$ cat config.mk
export PLATFORM = sky130hd
export DESIGN_NAME = fci_host
export DESIGN_NICKNAME = d
export VERILOG_FILES = /design/src/include/fci_pkg.sv /design/src/fci_host.sv
export SDC_FILE = /design/constraint.sdc
export NUM_CORES = 1
export LEC_CHECK = 0
export ABC_AREA = 1
export BUFFER_PORTS_ARGS = -buffer_cell sky130_fd_sc_hd__buf_2
export CORE_ASPECT_RATIO = 1.25
export CORE_MARGIN = 2
export CORE_UTILIZATION = 47
export DETAILED_ROUTE_END_ITERATION = 8
export HOLD_SLACK_MARGIN = 0.06
export PLACE_DENSITY = 0.69
export SETUP_SLACK_MARGIN = 0.5
export SLEW_MARGIN = 5
export SYNTH_ARGS = -nofsm -noshare
export SYNTH_HDL_FRONTEND = slang
export SYNTH_SLANG_ARGS = --single-unit
$ cat constraint.sdc
create_clock -name clock -period 7.73 [get_ports clock]
set_input_delay 0 -clock clock [delete_from_list [all_inputs] [get_ports clock]]
set_output_delay 0 -clock clock [all_outputs]
set_load 0.02 [all_outputs]
$ cat src/include/fci_pkg.sv
// constants, opcodes and types for the flash command host controller
package fci_pkg;

   localparam int CLK_PERIOD_NS  = 10;
   localparam int T_ACC_NS       = 80;
   localparam int T_SETUP_NS     = 10;
   localparam int T_WE_LOW_NS    = 50;
   localparam int T_WE_HOLD_NS   = 30;
   localparam int T_RECOVER_NS   = 500;
   localparam int SYNC_STAGES    = 2;

   // least times round up to whole cycles, never below one
   function automatic int fci_cyc(input int ns);
      int c;
      c = (ns + CLK_PERIOD_NS - 1) / CLK_PERIOD_NS;
      return (c < 1) ? 1 : c;
   endfunction : fci_cyc

   localparam int SETUP_CYC   = fci_cyc(T_SETUP_NS);
   localparam int WE_LOW_CYC  = fci_cyc(T_WE_LOW_NS);
   localparam int WE_HOLD_CYC = fci_cyc(T_WE_HOLD_NS);
   localparam int READ_CYC    = fci_cyc(T_ACC_NS) + SYNC_STAGES;
   localparam int RECOVER_CYC = fci_cyc(T_RECOVER_NS);

   localparam logic [7:0] CMD_READ_ID     = 8'h90;
   localparam logic [7:0] CMD_READ_STATUS = 8'h70;
   localparam logic [7:0] CMD_CLEAR       = 8'h50;
   localparam logic [7:0] CMD_UPLOAD      = 8'h97;
   localparam logic [7:0] CMD_DEVINFO     = 8'h99;
   localparam logic [7:0] CMD_ERASE_ALL   = 8'ha7;
   localparam logic [7:0] CMD_CONFIRM     = 8'hd0;
   localparam logic [7:0] CMD_SWAP        = 8'h72;
   localparam logic [7:0] CMD_SLEEP       = 8'hf0;
   localparam logic [7:0] CMD_ABORT       = 8'h80;
   localparam logic [7:0] CMD_RDY_CFG     = 8'h96;
   localparam logic [7:0] CMD_LOAD_SEQ    = 8'he0;
   localparam logic [7:0] CMD_BUF_WRITE   = 8'h0c;
   localparam logic [7:0] CMD_TWO_BYTE    = 8'hfb;
   localparam logic [7:0] COUNT_HIGH      = 8'h00;
   localparam logic [7:0] RDY_MODE_MIN    = 8'h01;
   localparam logic [7:0] RDY_MODE_MAX    = 8'h05;

   // legacy_operation_status field positions
   localparam int LOS_READY_BIT     = 7;
   localparam int LOS_SUSPENDED_BIT = 6;
   localparam int LOS_ERASE_ERR_BIT = 5;
   localparam int LOS_PROG_ERR_BIT  = 4;
   localparam int LOS_SUPPLY_BIT    = 3;

   localparam logic [20:0] ID_ADDR_LOW       = 21'h000000;
   localparam logic [20:0] ID_ADDR_HIGH_BYTE = 21'h000001;
   localparam logic [20:0] ID_ADDR_HIGH_WORD = 21'h000002;
   localparam logic [20:0] BYTE_FLIP         = 21'h000001;

   typedef enum logic [3:0] {
      OP_WRITE, OP_READ, OP_READ_ID, OP_STATUS, OP_WAIT, OP_CLEAR, OP_UPLOAD, OP_DEVINFO,
      OP_ERASE_ALL, OP_SWAP, OP_SLEEP, OP_ABORT, OP_RDY_CFG, OP_LOAD_SEQ, OP_BUF_WRITE, OP_TWO_BYTE
   } fci_op_t;

   typedef enum logic [1:0] {K_END, K_WR, K_RD, K_POLL} fci_kind_t;

   typedef struct packed {
      fci_kind_t   kind;
      logic [20:0] addr;
      logic [15:0] data;
   } fci_step_t;

endpackage : fci_pkg

$ cat src/fci_host.sv
// host controller that sequences flash command cycles on the parallel pins
`timescale 1ns/100ps
`default_nettype none

// Summary of operation
// - Host writes identifier command then performs two reads for both codes.
// - Lock indications read locked at power-up until host issues upload and confirm.
// - Two-byte write in byte width; first address bit picks order, inverted second.
// - Host always writes zero as the high byte of a buffer count.
// - Sequential buffer load: command, low count, high count; no address/data pairs follow.
// - Buffer-to-array write destination address matches the buffer source location.
// - Host confirms completion by ready status bit before returning status in OP_WAIT only; OP_STATUS returns a single read.
module fci_host
   import fci_pkg::*;
#(
   parameter int ADDR_W = 21,
   parameter int DATA_W = 16
) (
   input  wire logic              clock,
   input  wire logic              resetn,
   input  wire logic              cmd_valid,
   output logic                   cmd_ready,
   input  wire fci_op_t           cmd_op,
   input  wire logic [ADDR_W-1:0] cmd_addr,
   input  wire logic [DATA_W-1:0] cmd_data,
   input  wire logic              cmd_word,
   input  wire logic              pd_req,
   output logic                   busy,
   output logic                   device_ready,
   output logic                   rd_valid,
   input  wire logic              rd_ready,
   output logic [DATA_W-1:0]      rd_data,
   output logic                   ce0_n,
   output logic                   ce1_n,
   output logic                   oe_n,
   output logic                   we_n,
   output logic                   byte_n,
   output logic                   powerdown_reset_n,
   output logic [ADDR_W-1:0]      addr,
   output logic [DATA_W-1:0]      dq_o,
   output logic                   dq_oe_n,
   input  wire logic [DATA_W-1:0] dq_i,
   input  wire logic              ready_busy_n
);

   if (ADDR_W != 21 || DATA_W != 16) begin : g_bad_width
      $error("fci_host serves only a 21-bit address and 16-bit data");
   end

   typedef enum {S_IDLE, S_STEP, S_WR_SETUP, S_WR_LOW, S_WR_HOLD, S_RD_WAIT, S_RD_CAP, S_PD, S_RECOVER} fci_state_t;

   fci_state_t  state_q;
   fci_op_t     op_q;
   logic [20:0] op_addr_q;
   logic [15:0] op_data_q;
   logic        op_word_q;
   logic [2:0]  step_q;
   logic [7:0]  cnt_q;
   logic [20:0] pin_addr_q;
   logic [15:0] pin_dout_q;
   logic [15:0] dq_meta_q;
   logic [15:0] dq_sync_q;
   logic        rb_meta_q;
   logic        rb_sync_q;
   logic [15:0] buf_mem_q [0:1];
   logic        buf_wptr_q;
   logic        buf_rptr_q;
   logic [1:0]  buf_cnt_q;
   fci_step_t   st;
   logic        buf_full;
   logic        push;
   logic        pop;

   function automatic fci_step_t wr(input logic [20:0] a, input logic [7:0] hi, input logic [7:0] lo);
      return '{K_WR, a, {hi, lo}};
   endfunction : wr

   function automatic fci_step_t cmd(input logic [7:0] c);
      return '{K_WR, 21'h000000, {8'h00, c}};
   endfunction : cmd

   // byte-wide pair: first lane chosen by address bit 0, second at flipped address
   function automatic fci_step_t pair(input logic second, input logic [20:0] a, input logic [7:0] hi,
                                      input logic [7:0] lo);
      logic [7:0] first_b;
      logic [7:0] other_b;
      first_b = a[0] ? hi : lo;
      other_b = a[0] ? lo : hi;
      return second ? wr(a ^ BYTE_FLIP, 8'h00, other_b) : wr(a, 8'h00, first_b);
   endfunction : pair

   function automatic fci_step_t step_of(input fci_op_t op, input logic [2:0] s, input logic [20:0] a,
                                         input logic [15:0] d, input logic w);
      fci_step_t r;
      r = '{K_END, 21'h000000, 16'h0000};
      case (op)
         OP_WRITE:     if (s == 3'd0) r = '{K_WR, a, d};
         OP_READ:      if (s == 3'd0) r = '{K_RD, a, 16'h0000};
         OP_READ_ID: begin
            if (s == 3'd0) r = cmd(CMD_READ_ID);
            else if (s == 3'd1) r = '{K_RD, ID_ADDR_LOW, 16'h0000};
            else if (s == 3'd2) r = '{K_RD, w ? ID_ADDR_HIGH_WORD : ID_ADDR_HIGH_BYTE, 16'h0000};
         end
         OP_STATUS: begin
            if (s == 3'd0) r = cmd(CMD_READ_STATUS);
            else if (s == 3'd1) r = '{K_RD, 21'h000000, 16'h0000};
         end
         OP_WAIT: begin
            if (s == 3'd0) r = cmd(CMD_READ_STATUS);
            else if (s == 3'd1) r = '{K_POLL, 21'h000000, 16'h0000};
         end
         OP_CLEAR:     if (s == 3'd0) r = cmd(CMD_CLEAR);
         OP_UPLOAD: begin
            if (s == 3'd0) r = cmd(CMD_UPLOAD);
            else if (s == 3'd1) r = cmd(CMD_CONFIRM);
         end
         OP_DEVINFO: begin
            if (s == 3'd0) r = cmd(CMD_DEVINFO);
            else if (s == 3'd1) r = cmd(CMD_CONFIRM);
         end
         OP_ERASE_ALL: begin
            if (s == 3'd0) r = cmd(CMD_ERASE_ALL);
            else if (s == 3'd1) r = cmd(CMD_CONFIRM);
         end
         OP_SWAP:      if (s == 3'd0) r = cmd(CMD_SWAP);
         OP_SLEEP:     if (s == 3'd0) r = cmd(CMD_SLEEP);
         OP_ABORT:     if (s == 3'd0) r = cmd(CMD_ABORT);
         OP_RDY_CFG: begin
            // out-of-range modes are dropped without any bus cycle
            if (d[7:0] >= RDY_MODE_MIN && d[7:0] <= RDY_MODE_MAX) begin
               if (s == 3'd0) r = cmd(CMD_RDY_CFG);
               else if (s == 3'd1) r = wr(21'h000000, 8'h00, d[7:0]);
            end
         end
         OP_LOAD_SEQ: begin
            if (s == 3'd0) r = cmd(CMD_LOAD_SEQ);
            else if (s == 3'd1) r = wr(21'h000000, 8'h00, d[7:0]);
            else if (s == 3'd2) r = wr(21'h000000, 8'h00, COUNT_HIGH);
         end
         OP_BUF_WRITE: begin
            if (s == 3'd0) r = cmd(CMD_BUF_WRITE);
            else if (s <= 3'd2 && !w) r = pair(s == 3'd2, a, COUNT_HIGH, d[7:0]);
            else if (s == 3'd1) r = wr(a, 8'h00, d[7:0]);
            else if (s == 3'd2) r = wr(a, 8'h00, COUNT_HIGH);
         end
         OP_TWO_BYTE: begin
            if (s == 3'd0) r = cmd(CMD_TWO_BYTE);
            else if (s <= 3'd2) r = pair(s == 3'd2, a, d[15:8], d[7:0]);
         end
         default: r = '{K_END, 21'h000000, 16'h0000};
      endcase
      return r;
   endfunction : step_of

   assign st       = step_of(op_q, step_q, op_addr_q, op_data_q, op_word_q);
   assign buf_full = (buf_cnt_q == 2'd2);
   assign push     = (state_q == S_RD_CAP) && (st.kind == K_RD || dq_sync_q[LOS_READY_BIT]);
   assign pop      = rd_valid && rd_ready;

   ////////////////////////////////////////////////////////////////////////////
   // pin input synchronisers
   always_ff @(posedge clock) begin
      if (!resetn) begin
         dq_meta_q <= 16'h0000;
         dq_sync_q <= 16'h0000;
         rb_meta_q <= 1'b0;
         rb_sync_q <= 1'b0;
      end else begin
         dq_meta_q <= dq_i;
         dq_sync_q <= dq_meta_q;
         rb_meta_q <= ready_busy_n;
         rb_sync_q <= rb_meta_q;
      end
   end

   ////////////////////////////////////////////////////////////////////////////
   // bus cycle sequencer
   always_ff @(posedge clock) begin
      if (!resetn) begin
         state_q    <= S_RECOVER;
         cnt_q      <= 8'(RECOVER_CYC - 1);
         op_q       <= OP_WRITE;
         op_addr_q  <= 21'h000000;
         op_data_q  <= 16'h0000;
         op_word_q  <= 1'b0;
         step_q     <= 3'd0;
         pin_addr_q <= 21'h000000;
         pin_dout_q <= 16'h0000;
      end else begin
         case (state_q)
            S_IDLE: begin
               if (pd_req) begin
                  state_q <= S_PD;
               end else if (cmd_valid) begin
                  op_q      <= cmd_op;
                  op_addr_q <= cmd_addr;
                  op_data_q <= cmd_data;
                  op_word_q <= cmd_word && (cmd_op != OP_TWO_BYTE);
                  step_q    <= 3'd0;
                  state_q   <= S_STEP;
               end
            end
            S_STEP: begin
               pin_addr_q <= st.addr;
               pin_dout_q <= st.data;
               if (st.kind == K_END) begin
                  state_q <= S_IDLE;
               end else if (st.kind == K_WR) begin
                  cnt_q   <= 8'(SETUP_CYC - 1);
                  state_q <= S_WR_SETUP;
               end else if (!buf_full) begin
                  cnt_q   <= 8'(READ_CYC - 1);
                  state_q <= S_RD_WAIT;
               end
            end
            S_WR_SETUP: begin
               if (cnt_q == 8'h00) begin
                  cnt_q   <= 8'(WE_LOW_CYC - 1);
                  state_q <= S_WR_LOW;
               end else begin
                  cnt_q <= cnt_q - 8'h01;
               end
            end
            S_WR_LOW: begin
               if (cnt_q == 8'h00) begin
                  cnt_q   <= 8'(WE_HOLD_CYC - 1);
                  state_q <= S_WR_HOLD;
               end else begin
                  cnt_q <= cnt_q - 8'h01;
               end
            end
            S_WR_HOLD: begin
               if (cnt_q == 8'h00) begin
                  step_q  <= step_q + 3'd1;
                  state_q <= S_STEP;
               end else begin
                  cnt_q <= cnt_q - 8'h01;
               end
            end
            S_RD_WAIT: begin
               if (cnt_q == 8'h00) state_q <= S_RD_CAP;
               else cnt_q <= cnt_q - 8'h01;
            end
            S_RD_CAP: begin
               if (st.kind == K_RD || dq_sync_q[LOS_READY_BIT]) step_q <= step_q + 3'd1;
               state_q <= S_STEP;
            end
            S_PD: begin
               if (!pd_req) begin
                  cnt_q   <= 8'(RECOVER_CYC - 1);
                  state_q <= S_RECOVER;
               end
            end
            S_RECOVER: begin
               if (cnt_q == 8'h00) state_q <= S_IDLE;
               else cnt_q <= cnt_q - 8'h01;
            end
            default: state_q <= S_IDLE;
         endcase
      end
   end

   ////////////////////////////////////////////////////////////////////////////
   // two-entry read data buffer
   always_ff @(posedge clock) begin
      if (!resetn) begin
         buf_mem_q[0] <= 16'h0000;
         buf_mem_q[1] <= 16'h0000;
         buf_wptr_q   <= 1'b0;
         buf_rptr_q   <= 1'b0;
         buf_cnt_q    <= 2'd0;
      end else begin
         if (push) begin
            buf_mem_q[buf_wptr_q] <= dq_sync_q;
            buf_wptr_q            <= ~buf_wptr_q;
         end
         if (pop) buf_rptr_q <= ~buf_rptr_q;
         if (push && !pop) buf_cnt_q <= buf_cnt_q + 2'd1;
         else if (pop && !push) buf_cnt_q <= buf_cnt_q - 2'd1;
      end
   end

   ////////////////////////////////////////////////////////////////////////////
   // pin and user outputs
   assign rd_valid          = (buf_cnt_q != 2'd0);
   assign rd_data           = buf_mem_q[buf_rptr_q];
   assign cmd_ready         = (state_q == S_IDLE) && !pd_req;
   assign busy              = (state_q != S_IDLE);
   assign device_ready      = rb_sync_q;
   assign ce0_n             = !(state_q inside {S_WR_SETUP, S_WR_LOW, S_WR_HOLD, S_RD_WAIT, S_RD_CAP});
   assign ce1_n             = ce0_n;
   assign oe_n              = !(state_q inside {S_RD_WAIT, S_RD_CAP});
   assign we_n              = (state_q != S_WR_LOW);
   assign dq_oe_n           = !(state_q inside {S_WR_SETUP, S_WR_LOW, S_WR_HOLD});
   assign byte_n            = op_word_q;
   // pin low in the power-down state, entered from idle on request, or while reset holds
   assign powerdown_reset_n = (state_q != S_PD) && resetn;
   assign addr              = pin_addr_q;
   assign dq_o              = pin_dout_q;

endmodule : fci_host

`default_nettype wire

; ---- Yosys cells after proc, flatten, opt, wreduce, memory -nomap -nowiden
; Memory sizes are Yosys's and may differ from the RTL's. A register that Yosys moved wholly into a read port is not among the register bits.
; Cells that the tools add are included.
[word_totals]
inputBits = 64
elab_cells = 184
mem_bits_rw = 32
memories = 1
register_bits = 160
[mem_list]
columns = name, words, word_bits, rd, rd_ports_with_merged_regs, write_ports, line_no
row1 = buf_mem_q, 2, 16, 1, 1, 2, fci_host.sv:65  ; logic [15:0] buf_mem_q [0:1];
[op_classes]
n_eq_ne = 46
n_bitwise = 4
addsub = 4
n_lt_le_gt_ge = 3
mux = 73
n_reduce_logical = 37
[op_table]
columns = op, count
row1 = 2-to-1 mux 38 bit, 21
row2 = one-hot mux 39 bit (16 select lines), 1
row3 = 2-to-1 mux 32 bit, 11
row4 = 2-to-1 mux 39 bit, 8
row5 = one-hot mux 32 bit (9 select lines), 1
row6 = "== test 32 x 3 -> 1 bit, second input constant", 4
row7 = 2-to-1 mux 8 bit, 11
row8 = "== test 32 x 2 -> 1 bit, second input constant", 2
row9 = "== test 32 x 4 -> 1 bit, second input constant", 2
row10 = zero test 32 bit, 2
row11 = one-hot mux 8 bit (5 select lines), 1
row12 = 2-to-1 mux 17 bit, 2
row13 = "== test 32 x 1 -> 1 bit, second input constant", 1
row14 = "== test 4 bit, second input constant", 8
row15 = "inequality test 32 x 3 -> 1 bit, second input constant", 1
row16 = "inequality test 32 x 4 -> 1 bit, second input constant", 1
row17 = nonzero test 32 bit, 1
row18 = "inequality test 2 bit, second input constant", 11
row19 = "== test 4 x 3 -> 1 bit, second input constant", 4
row20 = 2-to-1 mux 16 bit, 1
row21 = OR reduction 16 bit, 1
row22 = 2-to-1 mux 3 bit, 4
row23 = AND reduction 5 bit, 2
row24 = nonzero test 5 bit, 2
row25 = 31 further kinds, 64

; ---- Longest topological paths before layout
; Gate-level depths: netlist (run 1).
[logic_depth]
word_depth = 14
depth_mapped = 16
depth_no_buf = 16

; ---- Least setup slack after synthesis (run 1)
; OpenSTA, ideal clock, no wires.
[synth_timing]
kind = register -> register
startpoint = register step_q[0]
endpoint = memory buf_mem_q[0][0], enable pin
t_arrival_ps = 2272
period_less_slack_ps = 2644
path_buffers = 2
required_time_ps = 7358
setup_ps = 372
path_stages_with_launch = 14
path_slack_ps = 5086
path_cell_list = dfxtp_1 inv_1 ha_1 nand2_4 buf_4 nor2_4 nand2_1 nand3_1 nor2_1 nand3_2 a21boi_4 nand3_4 buf_6 nand2_1
[synth_rtl]
columns = item, line_no
row1 = "start, declared", fci_host.sv:57  ; logic [2:0] step_q;
row2 = "start signal, assigned", fci_host.sv:234  ; step_q <= step_q + 3'd1;
row3 = "start signal, assigned", fci_host.sv:245  ; if (st.kind == K_RD || dq_sync_q[LOS_READY_BIT]) step_q <= step_q + 3'd1;
row4 = "end, declared", fci_host.sv:65

==> results of run 1 <==
-- stage by stage --
stage               utilization, %  setup WS [ns]
floorplan                        -          5.086
global placement             52.60          4.554
detailed placement           52.60          4.492
CTS                          60.37          4.481
global route                 60.37          4.249
finish                       60.37          4.518
-- routing by layer --
metal	track usage (%)	vias up	part of all wire [%]
met5	0	-	0
met4	8.545	0	2.5
met1	28.77	3110	43
li1	-	3490	-
met3	5.040	36	5.0
met2	42.29	214	49
-- Yosys cell counts (all sizes together), types with 2 or more instances --
library cell / count / share of area, %
mux2: 16 / 2.4
o31ai: 4 / 0.40
nor3: 4 / 0.27
buf: 13 / 1.1
a21oi: 65 / 4.4
o211ai: 4 / 0.40
a211oi: 2 / 0.20
nand2: 209 / 11
a32oi: 2 / 0.24
clkbuf: 28 / 1.4
xor2: 10 / 1.2
nand3: 44 / 3.2
o21ai: 77 / 5.2
nor2: 181 / 9.7
a31oi: 3 / 0.25
inv: 130 / 6.6
nand4: 13 / 1.1
ha: 8 / 1.3
edfxtp: 32 / 13
dfxtp: 133 / 36
o221ai: 2 / 0.24
-- final timing paths --
kind | from | endpoint | slack (ns) | depth (start not counted)
hold reg to reg | dq_meta_q[10] | dq_sync_q[10] | 0.41 | 2
hold / removal | pd_req | state_q[2] | 0.12 | 5
setup / recovery | step_q[0] | buf_mem_q[1][4] | 4.52 | 13
setup reg to reg | step_q[0] | buf_mem_q[1][4] | 4.52 | 13
-- state kept, by name, summed over array words and instances (netlist names), named ones only --
name	flops
state_q	4
dq_o	16
op_addr_q	21
buf_cnt_q	2
cnt_q	8
buf_wptr_q	1
op_q	4
device_ready	1
dq_meta_q	16
buf_rptr_q	1
buf_mem_q	32
byte_n	1
rb_meta_q	1
step_q	3
dq_sync_q	16
addr	21
op_data_q	16
-- worst max-delay path, cell delays in order, from the launching register on --
cell,delay (ns)
sky130_fd_sc_hd__dfxtp_1,0.41
sky130_fd_sc_hd__inv_1,0.09
sky130_fd_sc_hd__ha_1,0.26
sky130_fd_sc_hd__nand2_4,0.18
sky130_fd_sc_hd__inv_2,0.16
sky130_fd_sc_hd__nand2_2,0.16
sky130_fd_sc_hd__inv_1,0.07
sky130_fd_sc_hd__nor2_1,0.09
sky130_fd_sc_hd__nand2_1,0.07
sky130_fd_sc_hd__nor2_2,0.14
sky130_fd_sc_hd__nand3_2,0.11
sky130_fd_sc_hd__a21boi_4,0.25
sky130_fd_sc_hd__nand2_2,0.25
sky130_fd_sc_hd__nand2_1,0.59
-- cell type report --
| type | count | area (µm²) |
|---|---|---|
| Inverter | 130 | 488.0 |
| Multi-Input combinational cell | 651 | 3147 |
| Clock inverter | 14 | 160.2 |
| Clock buffer | 18 | 439.2 |
| Fill cell | 1438 | 6171 |
| Tap cell | 212 | 265.3 |
| Sequential cell | 165 | 3623 |
| Timing Repair Buffer | 192 | 1276 |
-- power breakdown --
group | leakage, nW | total, W | switching [W] | internal [W]
clock network | 0.290 | 0.000855 | 0.000387 | 0.000469
logic | 2.66 | 0.000140 | 0.0000741 | 0.0000659
registers | 1.40 | 0.000910 | 0.0000120 | 0.000898
total | 4.34 | 0.00191 | 0.000473 | 0.00143
-- logic make-up (layout without fill, tap and decap cells) --
family	count (synthesis)	in the layout	synth area share (%)
mux	16	16	2.419
simple gates	451	451	25.15
xor+xnor	10	10	1.176
compound gates	166	166	12.16
flops	165	165	48.66
buf+inv	171	354	9.089
fa+ha+maj	8	8	1.344
-- layout by cell type, fill, tap and decap left out, types with 4 or more instances in the layout --
master                            n
sky130_fd_sc_hd__edfxtp_1        32
sky130_fd_sc_hd__nand2_2          6
sky130_fd_sc_hd__clkbuf_16       17
sky130_fd_sc_hd__dfxtp_1        133
sky130_fd_sc_hd__inv_6            5
sky130_fd_sc_hd__buf_2          127
sky130_fd_sc_hd__nand3_1         42
sky130_fd_sc_hd__dlygate4sd3_1   61
sky130_fd_sc_hd__inv_2            7
sky130_fd_sc_hd__xor2_1          10
sky130_fd_sc_hd__nand4_1         13
sky130_fd_sc_hd__nor3_1           4
sky130_fd_sc_hd__nor2_1         167
sky130_fd_sc_hd__ha_1             8
sky130_fd_sc_hd__nand2_1        201
sky130_fd_sc_hd__o31ai_1          4
sky130_fd_sc_hd__mux2_2          16
sky130_fd_sc_hd__nor2_2          13
sky130_fd_sc_hd__o211ai_1         4
sky130_fd_sc_hd__buf_4            4
sky130_fd_sc_hd__inv_1          123
sky130_fd_sc_hd__a21oi_1         65
sky130_fd_sc_hd__o21ai_0         76
==> flow_summary.html, run 1 <==
<table>
<tr><th>Metric</th><th>Value</th></tr>
<tr><th colspan="2">Status</th></tr>
<tr><td>Outcome</td><td>finished, final reports clean</td></tr>
<tr><th colspan="2">Setup path</th></tr>
<tr><td>Crit path DAT</td><td>approximately 3.3 ns</td></tr>
<tr><td>Setup crit end kind</td><td>register</td></tr>
<tr><td>Required time of the critical path</td><td>a little under 8 ns</td></tr>
<tr><td>Critical path startpoint category</td><td>register</td></tr>
<tr><td>Largest fanout on the critical path</td><td>17</td></tr>
<tr><td>WS Path Type</td><td>reg2reg</td></tr>
<tr><th colspan="2">Clock tree</th></tr>
<tr><td>H-Tree Depth</td><td>4</td></tr>
<tr><td>Register clock-pin slew on the reported worst setup and hold paths</td><td>around 0.07 ns</td></tr>
<tr><td>Clock tree from TritonCTS</td><td>yes</td></tr>
<tr><td>Post-cts resize count</td><td>0</td></tr>
<tr><td>Inserted Clock Buffers</td><td>17</td></tr>
<tr><td>Cts-stage hold buffer count</td><td>between 60 and 70</td></tr>
<tr><td>Count of buffers added by post-CTS timing repair for setup</td><td>0</td></tr>
<tr><td>Insertion delay of the later-clocked pin in the worst-skew pair</td><td>0.43 ns</td></tr>
<tr><td>Clock sink count</td><td>roughly 170</td></tr>
<tr><td>Root Driver</td><td>sky130_fd_sc_hd__clkbuf_16</td></tr>
<tr><td>Clock Path Buffers</td><td>2</td></tr>
<tr><th colspan="2">STA</th></tr>
<tr><td>Number of hold violations in the final report</td><td>0</td></tr>
<tr><td>Number of pins exceeding their max-slew limit in the final report</td><td>0</td></tr>
<tr><td>Setup violations, final</td><td>0</td></tr>
<tr><td>Clock tree skew after final layout</td><td>between 0.01 and 0.015 ns</td></tr>
<tr><td>Final Hold Slack</td><td>~0.12 ns</td></tr>
<tr><td>Minimum period implied by the final worst setup slack</td><td>approximately 3.2 ns</td></tr>
<tr><td>RSZ-0062 raised after global routing</td><td>false</td></tr>
<tr><td>Slew @ Worst Pin</td><td>around 1.2 ns</td></tr>
<tr><td>Final-layout setup total negative slack</td><td>0 ns</td></tr>
<tr><td>Fmax</td><td>311.3 MHz</td></tr>
<tr><td>Slew headroom</td><td>about 17%</td></tr>
<tr><td>Final period util</td><td>41.55%</td></tr>
<tr><th colspan="2">Layout</th></tr>
<tr><td>Antenna diodes</td><td>0</td></tr>
<tr><td>Share of cells above drive strength 1</td><td>18.12%</td></tr>
<tr><td>Fin nets</td><td>between 1000 and 1500</td></tr>
<tr><td>Design area</td><td>9399 µm²</td></tr>
<tr><td>Area growth from synthesis to layout</td><td>26.21%</td></tr>
<tr><td>Final Instance Count excl. Fillers</td><td>~1400</td></tr>
<tr><th colspan="2">Placement</th></tr>
<tr><td>Cells after DPL</td><td>approximately 1300</td></tr>
<tr><td>Placed inst area</td><td>approximately 8000 µm²</td></tr>
<tr><td>Half-perimeter wire length after detailed placement</td><td>about 13000 µm</td></tr>
<tr><td>Port Buffer Count</td><td>between 100 and 150</td></tr>
<tr><td>Final RePlAce weighted congestion</td><td>between 0.9 and 1</td></tr>
<tr><th colspan="2">Die</th></tr>
<tr><td>Placeable core region</td><td>approximately 16000 µm²</td></tr>
<tr><td>Area of the die</td><td>16870 µm²</td></tr>
<tr><td>Starting Density</td><td>between 40% and 50%</td></tr>
<tr><td>Die extent in x</td><td>116.6 µm</td></tr>
<tr><td>Overall die height</td><td>about 140 µm</td></tr>
<tr><td>Number of standard-cell rows in the floorplan</td><td>between 50 and 60</td></tr>
<tr><td>I/O pin count</td><td>roughly 130</td></tr>
<tr><th colspan="2">Job</th></tr>
<tr><td>Max-cap check violation count</td><td>0</td></tr>
<tr><th colspan="2">Routing</th></tr>
<tr><td>Remaining design rule violation count</td><td>0</td></tr>
<tr><td>Iteration-0 DRC Markers</td><td>slightly below 400</td></tr>
<tr><td>Detailed Routing Iterations Pass 1</td><td>5</td></tr>
<tr><td>Via density per instance</td><td>slightly below 5</td></tr>
<tr><td>Wire length reported by the detailed router</td><td>19780 µm</td></tr>
<tr><td>Remaining number of nets flagged by the antenna check after routing</td><td>0</td></tr>
<tr><td>Post-DR wirelength/cell</td><td>14.31 µm</td></tr>
<tr><td>Total number of vias</td><td>6850</td></tr>
<tr><th colspan="2">Logic synthesis</th></tr>
<tr><td>Share of async-settable or async-resettable flops after synthesis</td><td>0%</td></tr>
<tr><td>Sequential-to-total area share from yosys stat</td><td>approximately half</td></tr>
<tr><td>Post-synthesis register bit count</td><td>~170</td></tr>
<tr><td>Synthesized area</td><td>around 7400 µm²</td></tr>
<tr><td>Synth Net Count</td><td>1059</td></tr>
<tr><td>Count of flip-flops with a built-in enable after synthesis</td><td>32</td></tr>
<tr><td>Instance count of the mapped netlist</td><td>~990</td></tr>
<tr><td>Post-synth top flop</td><td>sky130_fd_sc_hd__dfxtp_1</td></tr>
<tr><td>Synth Warn #</td><td>0</td></tr>
<tr><td>Syn_area_per_cell</td><td>7.545 µm²</td></tr>
<tr><td>Distinct cell type count of the synthesized netlist</td><td>39</td></tr>
<tr><th colspan="2">Power</th></tr>
<tr><td>Total power per unit cell area</td><td>between 200 and 250 nW/µm²</td></tr>
<tr><td>Leakage power summed over all cells</td><td>around 4.3 nW</td></tr>
<tr><td>Highest ir drop seen on vdd</td><td>roughly 0.13 mV</td></tr>
<tr><td>Total power</td><td>about 0.0019 W</td></tr>
<tr><th colspan="2">GRT</th></tr>
<tr><td>Via count of the first global-routing pass</td><td>approximately 6500</td></tr>
<tr><td>Overflow after GRT</td><td>0</td></tr>
<tr><td>Pin count of the biggest net entering global routing</td><td>61</td></tr>
<tr><td>Overall fraction of global-route tracks in use</td><td>23.98%</td></tr>
<tr><td>Global-route wire length before repair</td><td>~31000 µm</td></tr>
<tr><td>Antenna violations before repair</td><td>0</td></tr>
<tr><th colspan="2">Min path</th></tr>
<tr><td>Classification of the worst-slack hold path</td><td>in2reg</td></tr>
</table>
Power figures use the tool's default switching activity.
==> run 2: changes to the inputs <==
==> constraint.sdc (replaced) <==
create_clock -name clock -period 3 [get_ports clock]
set_input_delay 0 -clock clock [delete_from_list [all_inputs] [get_ports clock]]
set_output_delay 0 -clock clock [all_outputs]
set_load 0.02 [all_outputs]
==> run 2 against run 1 <==
Sequential share of layout area fell by 1.1 points. Register-to-register slack got worse by 4.0 ns. Final cell count rose by 1.6%. Highest routed layer unchanged.
==> flow_summary.html, run 2 (synthesis gave the netlist of run 1 again) <==
<table>
<tr><th>Metric</th><th>Value</th></tr>
<tr><th colspan="2">Die</th></tr>
<tr><td>Overall die height</td><td>144.7 µm (unchanged)</td></tr>
<tr><td>Number of standard-cell rows in the floorplan</td><td>51 (unchanged)</td></tr>
<tr><td>I/O pin count</td><td>128 (unchanged)</td></tr>
<tr><td>Starting Density</td><td>47.83% (unchanged)</td></tr>
<tr><td>Die extent in x</td><td>116.6 µm (unchanged)</td></tr>
<tr><td>Placeable core region</td><td>15570 µm² (unchanged)</td></tr>
<tr><td>Area of the die</td><td>16870 µm² (unchanged)</td></tr>
<tr><th colspan="2">STA</th></tr>
<tr><td>Final period util</td><td>81.17% (was 41.55%)</td></tr>
<tr><td>Slew headroom</td><td>45.27% (was 17.02%)</td></tr>
<tr><td>Setup violations, final</td><td>0 (unchanged)</td></tr>
<tr><td>Number of hold violations in the final report</td><td>0 (unchanged)</td></tr>
<tr><td>RSZ-0062 raised after global routing</td><td>true (was false)</td></tr>
<tr><td>Fmax</td><td>410.6 MHz (was 311.3 MHz)</td></tr>
<tr><td>Slew @ Worst Pin</td><td>0.8209 ns (was 1.240 ns)</td></tr>
<tr><td>Clock tree skew after final layout</td><td>0.01485 ns (was 0.01098 ns)</td></tr>
<tr><td>Minimum period implied by the final worst setup slack</td><td>2.435 ns (was 3.212 ns)</td></tr>
<tr><td>Number of pins exceeding their max-slew limit in the final report</td><td>0 (unchanged)</td></tr>
<tr><td>Final-layout setup total negative slack</td><td>0 ns (unchanged)</td></tr>
<tr><th colspan="2">Setup path</th></tr>
<tr><td>Highest cell delay on the worst timing path</td><td>0.37 ns (was 0.59 ns)</td></tr>
<tr><td>Worst reg-to-reg path cell count</td><td>13 (unchanged)</td></tr>
<tr><td>WS Path Type</td><td>reg2reg (unchanged)</td></tr>
<tr><td>WP buf/inv</td><td>3 (unchanged)</td></tr>
<tr><td>Critical path startpoint category</td><td>register (unchanged)</td></tr>
<tr><td>Cells traversed along the worst timing path</td><td>inv_1 -&gt; ha_1 -&gt; nand2_4 -&gt; buf_4 -&gt; nand3_1 -&gt; nand2_1 -&gt; nand3_1 -&gt; nor2_2 -&gt; nand3_2 -&gt; a21boi_4 -&gt; buf_6 -&gt; nand3_4 -&gt; nand2_4 (was inv_1 -&gt; ha_1 -&gt; nand2_4 -&gt; inv_2 -&gt; nand2_2 -&gt; inv_1 -&gt; nor2_1 -&gt; nand2_1 -&gt; nor2_2 -&gt; nand3_2 -&gt; a21boi_4 -&gt; nand2_2 -&gt; nand2_1)</td></tr>
<tr><td>Largest delay share family, worst path</td><td>simple AND/OR/NAND/NOR gates (unchanged)</td></tr>
<tr><td>Largest fanout on the critical path</td><td>8 (was 17)</td></tr>
<tr><td>CP max stage cell</td><td>sky130_fd_sc_hd__dfxtp_4 (was sky130_fd_sc_hd__nand2_1)</td></tr>
<tr><td>Slack of the worst reg-to-reg path</td><td>0.56 ns (was 4.52 ns)</td></tr>
<tr><td>Reg2Reg Launch Point</td><td>step_q[1] (was step_q[0])</td></tr>
<tr><td>Setup crit end kind</td><td>register (unchanged)</td></tr>
<tr><td>Crit path DAT</td><td>2.57 ns (was 3.27 ns)</td></tr>
<tr><td>Reg-to-reg endpoint</td><td>buf_mem_q[0][9] (was buf_mem_q[1][4])</td></tr>
<tr><td>Required time of the critical path</td><td>3.13 ns (was 7.79 ns)</td></tr>
<tr><td>First element of the critical path</td><td>step_q[1] (was step_q[0])</td></tr>
<tr><th colspan="2">GRT</th></tr>
<tr><td>Antenna violations before repair</td><td>0 (unchanged)</td></tr>
<tr><td>Global-route wire length before repair</td><td>30680 µm (was 31460 µm)</td></tr>
<tr><td>Via count of the first global-routing pass</td><td>6549 (was 6527)</td></tr>
<tr><td>Overflow after GRT</td><td>0 (unchanged)</td></tr>
<tr><td>Pin count of the biggest net entering global routing</td><td>43 (was 61)</td></tr>
<tr><td>Overall fraction of global-route tracks in use</td><td>23.23% (was 23.98%)</td></tr>
<tr><th colspan="2">Routing</th></tr>
<tr><td>Remaining number of nets flagged by the antenna check after routing</td><td>0 (unchanged)</td></tr>
<tr><td>Post-DR wirelength/cell</td><td>13.75 µm (was 14.31 µm)</td></tr>
<tr><td>Detailed Routing Iterations Pass 1</td><td>5 (unchanged)</td></tr>
<tr><td>Remaining design rule violation count</td><td>0 (unchanged)</td></tr>
<tr><td>Via density per instance</td><td>4.922 (was 4.957)</td></tr>
<tr><td>Wire length reported by the detailed router</td><td>19300 µm (was 19780 µm)</td></tr>
<tr><td>Total number of vias</td><td>6911 (was 6850)</td></tr>
<tr><td>Iteration-0 DRC Markers</td><td>451 (was 393)</td></tr>
<tr><th colspan="2">Layout</th></tr>
<tr><td>Fill cells</td><td>1409 (was 1438)</td></tr>
<tr><td>Final core utilization</td><td>62.29% (was 60.37%)</td></tr>
<tr><td>Fin nets</td><td>1251 (was 1229)</td></tr>
<tr><td>Highest-count cells in the layout ignoring fill and taps</td><td>197 x sky130_fd_sc_hd__nand2_1, 165 x sky130_fd_sc_hd__nor2_1, 131 x sky130_fd_sc_hd__dfxtp_1 (was 201 x sky130_fd_sc_hd__nand2_1, 167 x sky130_fd_sc_hd__nor2_1, 133 x sky130_fd_sc_hd__dfxtp_1)</td></tr>
<tr><td>Share of cells above drive strength 1</td><td>20.81% (was 18.12%)</td></tr>
<tr><td>Area growth from synthesis to layout</td><td>30.23% (was 26.21%)</td></tr>
<tr><td>Largest register FFs</td><td>32 (unchanged)</td></tr>
<tr><td>Most common cell after layout, fill and taps aside</td><td>sky130_fd_sc_hd__nand2_1 (unchanged)</td></tr>
<tr><td>Register with the most flip-flops</td><td>buf_mem_q (unchanged)</td></tr>
<tr><td>Antenna diodes</td><td>0 (unchanged)</td></tr>
<tr><th colspan="2">Clock tree</th></tr>
<tr><td>Inserted Clock Buffers</td><td>17 (unchanged)</td></tr>
<tr><td>Clock sink count</td><td>165 (unchanged)</td></tr>
<tr><td>Root Driver</td><td>sky130_fd_sc_hd__clkbuf_16 (unchanged)</td></tr>
<tr><td>Clock tree from TritonCTS</td><td>yes (unchanged)</td></tr>
<tr><td>Register clock-pin slew on the reported worst setup and hold paths</td><td>0.07 ns (about the same)</td></tr>
<tr><td>Insertion delay of the later-clocked pin in the worst-skew pair</td><td>0.44 ns (was 0.43 ns)</td></tr>
<tr><td>H-Tree Depth</td><td>4 (unchanged)</td></tr>
<tr><td>Clock Path Buffers</td><td>2 (unchanged)</td></tr>
<tr><th colspan="2">Placement</th></tr>
<tr><td>Half-perimeter wire length after detailed placement</td><td>13030 µm (was 13240 µm)</td></tr>
<tr><td>Final RePlAce weighted congestion</td><td>0.9678 (was 0.9046)</td></tr>
<tr><td>Port Buffer Count</td><td>127 (unchanged)</td></tr>
<tr><th colspan="2">Power</th></tr>
<tr><td>Highest ir drop seen on vdd</td><td>0.3590 mV (was 0.1320 mV)</td></tr>
<tr><td>Total power per unit cell area</td><td>507.1 nW/µm² (was 202.7 nW/µm²)</td></tr>
<tr><td>Leakage power summed over all cells</td><td>4.472 nW (was 4.344 nW)</td></tr>
<tr><th colspan="2">Status</th></tr>
<tr><td>Outcome</td><td>finished, final reports clean (unchanged)</td></tr>
<tr><th colspan="2">Min path</th></tr>
<tr><td>WHS Path Cells</td><td>5 (unchanged)</td></tr>
<tr><td>Classification of the worst-slack hold path</td><td>in2reg (unchanged)</td></tr>
<tr><td>Hold path start</td><td>pd_req (unchanged)</td></tr>
<tr><td>End point of the most critical hold path</td><td>state_q[2] (unchanged)</td></tr>
<tr><th colspan="2">Job</th></tr>
<tr><td>Max-cap check violation count</td><td>0 (unchanged)</td></tr>
</table>
run 2: changes by cell type in the layout (fill, tap and decap cells not counted), sizes merged:
| cell | before | now |
|---|---|---|
| clkinv | 3 | 5 |
| nand2 | 209 | 210 |
| clkbuf | 18 | 17 |
| dlygate4sd3 | 61 | 60 |
| inv | 138 | 137 |
| buf | 131 | 153 |
run 2: layer usage:
layer  wire (µm)  global-route usage (%)  up-vias
met5           0                       0        -
met4         412                   8.916        0
met3         899                   4.956       36
met2        9533                   40.64      188
met1        8458                   27.85     3150
li1            -                       -     3537
run 2: repair_timing:
item,CTS,global route
setup endpoints to repair,35,68
setup buffers,1,9
pin swaps,2,6
hold buffers,60,0
endpoints found under the hold margin,61,0
cloned,0,1
resized for setup,7,23
run 2: worst min-delay path, cell delays in order:
cell and delay [ns]:
sky130_fd_sc_hd__buf_2 0.11, sky130_fd_sc_hd__nand3_1 0.11, sky130_fd_sc_hd__nand3_1 0.09, sky130_fd_sc_hd__o21ai_0 0.07
sky130_fd_sc_hd__a21oi_1 0.12
run 2: report_power, final:
part	internal [W]	switching, W	total (W)
Combinational	0.000175	0.000190	0.000366
Sequential	0.00231	0.0000314	0.00234
Clock	0.00120	0.00101	0.00221
run 2: worst max path at each step:
stage                            endpoint  cells after the start
final                     buf_mem_q[0][9]                     13
after floorplan           buf_mem_q[0][0]                     13
after global routing      buf_mem_q[0][3]                     12
after global placement       buf_cnt_q[1]                     16
after detailed placement     buf_cnt_q[1]                     16
after CTS                    buf_cnt_q[1]                     16
run 2: final cells by class:
class	instances	area, µm²	share of cell area (%)
Sequential cell	165	3631	37.44
Multi-Input combinational cell	652	3253	33.54
Timing Repair Buffer	213	1448	14.93
Inverter	130	490.5	5.057
Clock buffer	17	425.4	4.387
Tap cell	212	265.3	2.735
Clock inverter	15	185.2	1.909
run 2: stage by stage:
| step | setup WS [ns] | instance area, µm² | total power, W | std cells | hold WS [ns] |
|---|---|---|---|---|---|
| 6_report | 0.5648 | 9698 | 0.004917 | 1404 | 0.1106 |
| 5_1_grt | 0.4015 | 9698 | 0.005085 | 1404 | 0.1687 |
| 4_1_cts | 0.4269 | 9533 | 0.004943 | 1394 | 0.1056 |
| 3_5_place_dp | 0.2579 | 8284 | 0.002692 | 1301 | 0.1852 |
| 3_3_place_gp | 0.3333 | 8284 | 0.002689 | 1301 | 0.1815 |
| 2_1_floorplan | 0.5345 | 7452 | 0.002585 | 987 | 0.08700 |
==> run 3: changes to the inputs <==
--- a/config.mk
+++ b/config.mk
@@ -12,7 +12,7 @@
 export CORE_UTILIZATION = 47
 export DETAILED_ROUTE_END_ITERATION = 8
 export HOLD_SLACK_MARGIN = 0.06
-export PLACE_DENSITY = 0.69
+export PLACE_DENSITY = 0.71
 export SETUP_SLACK_MARGIN = 0.5
 export SLEW_MARGIN = 5
 export SYNTH_ARGS = -nofsm -noshare
==> constraint.sdc (replaced) <==
create_clock -name clock -period 2.2 [get_ports clock]
set_input_delay 0 -clock clock [delete_from_list [all_inputs] [get_ports clock]]
set_output_delay 0 -clock clock [all_outputs]
set_load 0.02 [all_outputs]
==> run 3 against run 2 <==
The flow now finishes with violations (setup timing). Hold slack got worse by 0.0073 ns. Clock-buffer cell count did not move. Sequential cell count did not move. Total power rose by 36%. First-iteration DRC count rose by 17%. Fmax rose by 3.9%. Global-route usage rose by 2.0 points. Core utilization rose by 11 points. Register-to-register slack got worse by 0.71 ns. Clock power rose by 33%. Largest cell class is now multi-input combinational cells. Largest power group unchanged.
==> flow_summary.html, run 3 (synthesis gave the netlist of run 1 again) <==
<table>
<tr><th>Metric</th><th>Value</th></tr>
<tr><th colspan="2">STA</th></tr>
<tr><td>Slew @ Worst Pin</td><td>0.6070 ns (was 0.8209 ns)</td></tr>
<tr><td>Slew headroom</td><td>59.22% (was 45.27%)</td></tr>
<tr><td>Number of pins exceeding their max-slew limit in the final report</td><td>0 (unchanged)</td></tr>
<tr><td>Setup violations, final</td><td>63 (was 0)</td></tr>
<tr><td>Final Hold Slack</td><td>0.1034 ns (was 0.1106 ns)</td></tr>
<tr><td>Number of hold violations in the final report</td><td>0 (unchanged)</td></tr>
<tr><td>Final period util</td><td>106.5% (was 81.17%)</td></tr>
<tr><td>Minimum period implied by the final worst setup slack</td><td>2.343 ns (was 2.435 ns)</td></tr>
<tr><td>RSZ-0062 raised after global routing</td><td>true (unchanged)</td></tr>
<tr><td>Clock tree skew after final layout</td><td>0.01434 ns (was 0.01485 ns)</td></tr>
<tr><td>Fmax</td><td>426.8 MHz (was 410.6 MHz)</td></tr>
<tr><td>Minimum setup slack in the final design</td><td>-0.1427 ns (was 0.5648 ns)</td></tr>
<tr><th colspan="2">Placement</th></tr>
<tr><td>Final RePlAce weighted congestion</td><td>0.9246 (was 0.9678)</td></tr>
<tr><td>Minimum setup slack after placement</td><td>-0.007014 ns (was 0.2579 ns)</td></tr>
<tr><td>Half-perimeter wire length after detailed placement</td><td>13350 µm (was 13030 µm)</td></tr>
<tr><td>Placed inst area</td><td>8723 µm² (was 8284 µm²)</td></tr>
<tr><td>Port Buffer Count</td><td>127 (unchanged)</td></tr>
<tr><td>Cells after DPL</td><td>1341 (was 1301)</td></tr>
<tr><th colspan="2">Clock tree</th></tr>
<tr><td>Inserted Clock Buffers</td><td>17 (unchanged)</td></tr>
<tr><td>Clock Path Buffers</td><td>2 (unchanged)</td></tr>
<tr><td>Clock tree from TritonCTS</td><td>yes (unchanged)</td></tr>
<tr><td>H-Tree Depth</td><td>4 (unchanged)</td></tr>
<tr><td>Register clock-pin slew on the reported worst setup and hold paths</td><td>0.07 ns (about the same)</td></tr>
<tr><td>Insertion delay of the later-clocked pin in the worst-skew pair</td><td>0.43 ns (was 0.44 ns)</td></tr>
<tr><td>Clock sink count</td><td>165 (unchanged)</td></tr>
<tr><td>Root Driver</td><td>sky130_fd_sc_hd__clkbuf_16 (unchanged)</td></tr>
<tr><th colspan="2">Layout</th></tr>
<tr><td>Most common cell after layout, fill and taps aside</td><td>sky130_fd_sc_hd__nand2_1 (unchanged)</td></tr>
<tr><td>Flip-flop and latch area</td><td>3646 µm² (was 3631 µm²)</td></tr>
<tr><td>Design area</td><td>11430 µm² (was 9698 µm²)</td></tr>
<tr><td>Register with the most flip-flops</td><td>buf_mem_q (unchanged)</td></tr>
<tr><td>Area growth from synthesis to layout</td><td>53.44% (was 30.23%)</td></tr>
<tr><td>Final core utilization</td><td>73.39% (was 62.29%)</td></tr>
<tr><td>Area occupied by multi-input gates</td><td>4119 µm² (was 3253 µm²)</td></tr>
<tr><td>Largest register FFs</td><td>32 (unchanged)</td></tr>
<tr><td>Fill cells</td><td>1124 (was 1409)</td></tr>
<tr><td>Highest-count cells in the layout ignoring fill and taps</td><td>142 x sky130_fd_sc_hd__nand2_1, 138 x sky130_fd_sc_hd__nor2_1, 126 x sky130_fd_sc_hd__buf_2 (was 197 x sky130_fd_sc_hd__nand2_1, 165 x sky130_fd_sc_hd__nor2_1, 131 x sky130_fd_sc_hd__dfxtp_1)</td></tr>
<tr><td>Fin nets</td><td>1330 (was 1251)</td></tr>
<tr><td>Share of cells above drive strength 1</td><td>37.21% (was 20.81%)</td></tr>
<tr><td>Antenna diodes</td><td>0 (unchanged)</td></tr>
<tr><td>Final Instance Count excl. Fillers</td><td>1483 (was 1404)</td></tr>
<tr><th colspan="2">Setup path</th></tr>
<tr><td>Setup crit end kind</td><td>register (unchanged)</td></tr>
<tr><td>Cells traversed along the worst timing path</td><td>inv_4 -&gt; ha_4 -&gt; nand2_8 -&gt; nor2_4 -&gt; nand2_2 -&gt; nand2_1 -&gt; inv_1 -&gt; nand2_2 -&gt; nor2_4 -&gt; nand3_4 -&gt; a21boi_4 -&gt; buf_12 -&gt; buf_4 -&gt; nand2_8 -&gt; buf_12 -&gt; nor2_1 (was inv_1 -&gt; ha_1 -&gt; nand2_4 -&gt; buf_4 -&gt; nand3_1 -&gt; nand2_1 -&gt; nand3_1 -&gt; nor2_2 -&gt; nand3_2 -&gt; a21boi_4 -&gt; buf_6 -&gt; nand3_4 -&gt; nand2_4)</td></tr>
<tr><td>Highest cell delay on the worst timing path</td><td>0.38 ns (was 0.37 ns)</td></tr>
<tr><td>Largest fanout on the critical path</td><td>8 (unchanged)</td></tr>
<tr><td>Crit path DAT</td><td>2.62 ns (was 2.57 ns)</td></tr>
<tr><td>CP max stage cell</td><td>sky130_fd_sc_hd__dfxtp_4 (unchanged)</td></tr>
<tr><td>Critical path startpoint category</td><td>register (unchanged)</td></tr>
<tr><td>WS Path Type</td><td>reg2reg (unchanged)</td></tr>
<tr><td>Required time of the critical path</td><td>2.47 ns (was 3.13 ns)</td></tr>
<tr><th colspan="2">Die</th></tr>
<tr><td>Starting Density</td><td>47.83% (unchanged)</td></tr>
<tr><td>I/O pin count</td><td>128 (unchanged)</td></tr>
<tr><td>Area of the die</td><td>16870 µm² (unchanged)</td></tr>
<tr><td>Placeable core region</td><td>15570 µm² (unchanged)</td></tr>
<tr><td>Overall die height</td><td>144.7 µm (unchanged)</td></tr>
<tr><td>Number of standard-cell rows in the floorplan</td><td>51 (unchanged)</td></tr>
<tr><td>Die extent in x</td><td>116.6 µm (unchanged)</td></tr>
<tr><th colspan="2">GRT</th></tr>
<tr><td>Global-route met1 utilization</td><td>28.41% (was 27.85%)</td></tr>
<tr><td>Met2 GRT Util</td><td>44.49% (was 40.64%)</td></tr>
<tr><td>Via count of the first global-routing pass</td><td>7293 (was 6549)</td></tr>
<tr><td>Grt peak-use layer</td><td>met2 (unchanged)</td></tr>
<tr><td>Overflow after GRT</td><td>0 (unchanged)</td></tr>
<tr><td>Met3 Use GR</td><td>5.581% (was 4.956%)</td></tr>
<tr><td>Pin count of the biggest net entering global routing</td><td>45 (was 43)</td></tr>
<tr><td>Global-route wire length before repair</td><td>33500 µm (was 30680 µm)</td></tr>
<tr><td>Overall fraction of global-route tracks in use</td><td>25.20% (was 23.23%)</td></tr>
<tr><td>Antenna violations before repair</td><td>0 (unchanged)</td></tr>
<tr><th colspan="2">Power</th></tr>
<tr><td>Fraction of power consumed by sequential logic</td><td>47.8% (was 47.6%)</td></tr>
<tr><td>Total power per unit cell area</td><td>585.2 nW/µm² (was 507.1 nW/µm²)</td></tr>
<tr><td>Highest ir drop seen on vdd</td><td>0.6749 mV (was 0.3590 mV)</td></tr>
<tr><td>Internal Dissipation</td><td>0.004934 W (was 0.003682 W)</td></tr>
<tr><td>Switching part of the total</td><td>26.23% (was 25.12%)</td></tr>
<tr><td>Leakage power summed over all cells</td><td>5.365 nW (was 4.472 nW)</td></tr>
<tr><td>Part of the total power dissipated in combinational logic</td><td>8.3% (was 7.4%)</td></tr>
<tr><td>Net switching power</td><td>0.001754 W (was 0.001235 W)</td></tr>
<tr><td>Clock share of power</td><td>43.9% (was 44.9%)</td></tr>
<tr><th colspan="2">Routing</th></tr>
<tr><td>Total number of vias</td><td>7581 (was 6911)</td></tr>
<tr><td>Remaining number of nets flagged by the antenna check after routing</td><td>0 (unchanged)</td></tr>
<tr><td>Wire length reported by the detailed router</td><td>22550 µm (was 19300 µm)</td></tr>
<tr><td>Iteration-0 DRC Markers</td><td>529 (was 451)</td></tr>
<tr><td>Post-DR wirelength/cell</td><td>15.20 µm (was 13.75 µm)</td></tr>
<tr><td>Detailed Routing Iterations Pass 1</td><td>5 (unchanged)</td></tr>
<tr><td>Remaining design rule violation count</td><td>0 (unchanged)</td></tr>
<tr><td>Via density per instance</td><td>5.112 (was 4.922)</td></tr>
<tr><th colspan="2">Job</th></tr>
<tr><td>Max-cap check violation count</td><td>0 (unchanged)</td></tr>
<tr><th colspan="2">Status</th></tr>
<tr><td>Violations in the final reports</td><td>setup timing</td></tr>
<tr><td>Outcome</td><td>finished, violations left (was finished, final reports clean)</td></tr>
<tr><th colspan="2">Min path</th></tr>
<tr><td>Classification of the worst-slack hold path</td><td>in2reg (unchanged)</td></tr>
</table>
-- run 3: changes by cell type in the layout (fill, tap and decap cells not counted), moves of 8 or more --
cell,delta
sky130_fd_sc_hd__buf_4,+40
sky130_fd_sc_hd__dfxtp_1,-8
sky130_fd_sc_hd__a21oi_2,+25
sky130_fd_sc_hd__nor2_4,+24
sky130_fd_sc_hd__nand2_4,+25
sky130_fd_sc_hd__a21oi_1,-28
sky130_fd_sc_hd__o21ai_0,-10
sky130_fd_sc_hd__nor2_1,-27
sky130_fd_sc_hd__nand3_1,-10
sky130_fd_sc_hd__nand2_1,-55
sky130_fd_sc_hd__inv_1,-12
sky130_fd_sc_hd__buf_6,+22
sky130_fd_sc_hd__nand2_2,+25
-- run 3: routing by layer --
layer / vias up / share of wire (%) / routed length, µm
met3: 66 / 5.4 / 1209
met2: 246 / 52 / 11750
met1: 3567 / 39 / 8780
li1: 3702 / - / -
met4: 0 / 3.6 / 805
met5: - / 0 / 0
-- run 3: path summary, 6_finish.rpt --
check                                    from                to  slack [ns]  depth (start not counted)
worst min register to register  dq_meta_q[13]     dq_sync_q[13]        0.42                          2
worst max-delay path                step_q[1]  buf_mem_q[1][11]       -0.14                         16
worst max register to register      step_q[1]  buf_mem_q[1][11]       -0.14                         16
worst min-delay path                 rd_ready        buf_rptr_q        0.10                          4
-- run 3: final cells by class --
cell class              instances  area share [%]
repair buffers                290           20.07
inverters                     130           4.467
multi-input cells             654           36.05
clock buffers                  17           3.723
clock inverters                15           1.467
flip-flops and latches        165           31.91
well taps                     212           2.321
-- run 3: power by group through the flow --
stage | Sequential [W] | Combinational [W] | Clock (W)
2_1_floorplan | 0.00324 | 0.000289 | 0
5_1_grt | 0.00320 | 0.000612 | 0.00309
4_1_cts | 0.00319 | 0.000520 | 0.00296
6_report | 0.00319 | 0.000554 | 0.00294
3_3_place_gp | 0.00326 | 0.000415 | 0
3_5_place_dp | 0.00326 | 0.000419 | 0
-- run 3: repair_timing --
action | CTS | global route
endpoints found under the hold margin | 80 | 0
gates resized for setup | 92 | 183
hold buffers | 65 | 0
pin swaps | 33 | 50
cloned | 4 | 4
buffers inserted | 26 | 11
setup endpoints to repair | 137 | 173
-- run 3: per-stage QoR --
| step | power, W | TNS, ns |
|---|---|---|
| after floorplan | 0.003533 | 0 |
| after global placement | 0.003676 | 0 |
| after detailed placement | 0.003684 | -0.09942 |
| after CTS | 0.006669 | 0 |
| after global routing | 0.006908 | -11.85 |
| final | 0.006688 | -4.841 |
-- run 3: critical path, delay by kind of cell, from the launching register on --
| kind | cells | cell delay [ns] |
|---|---|---|
| simple gates | 9 | 0.83 |
| compound gates | 1 | 0.23 |
| fa+ha+maj | 1 | 0.17 |
| flops | 1 | 0.38 |
| buf+inv | 5 | 0.57 |
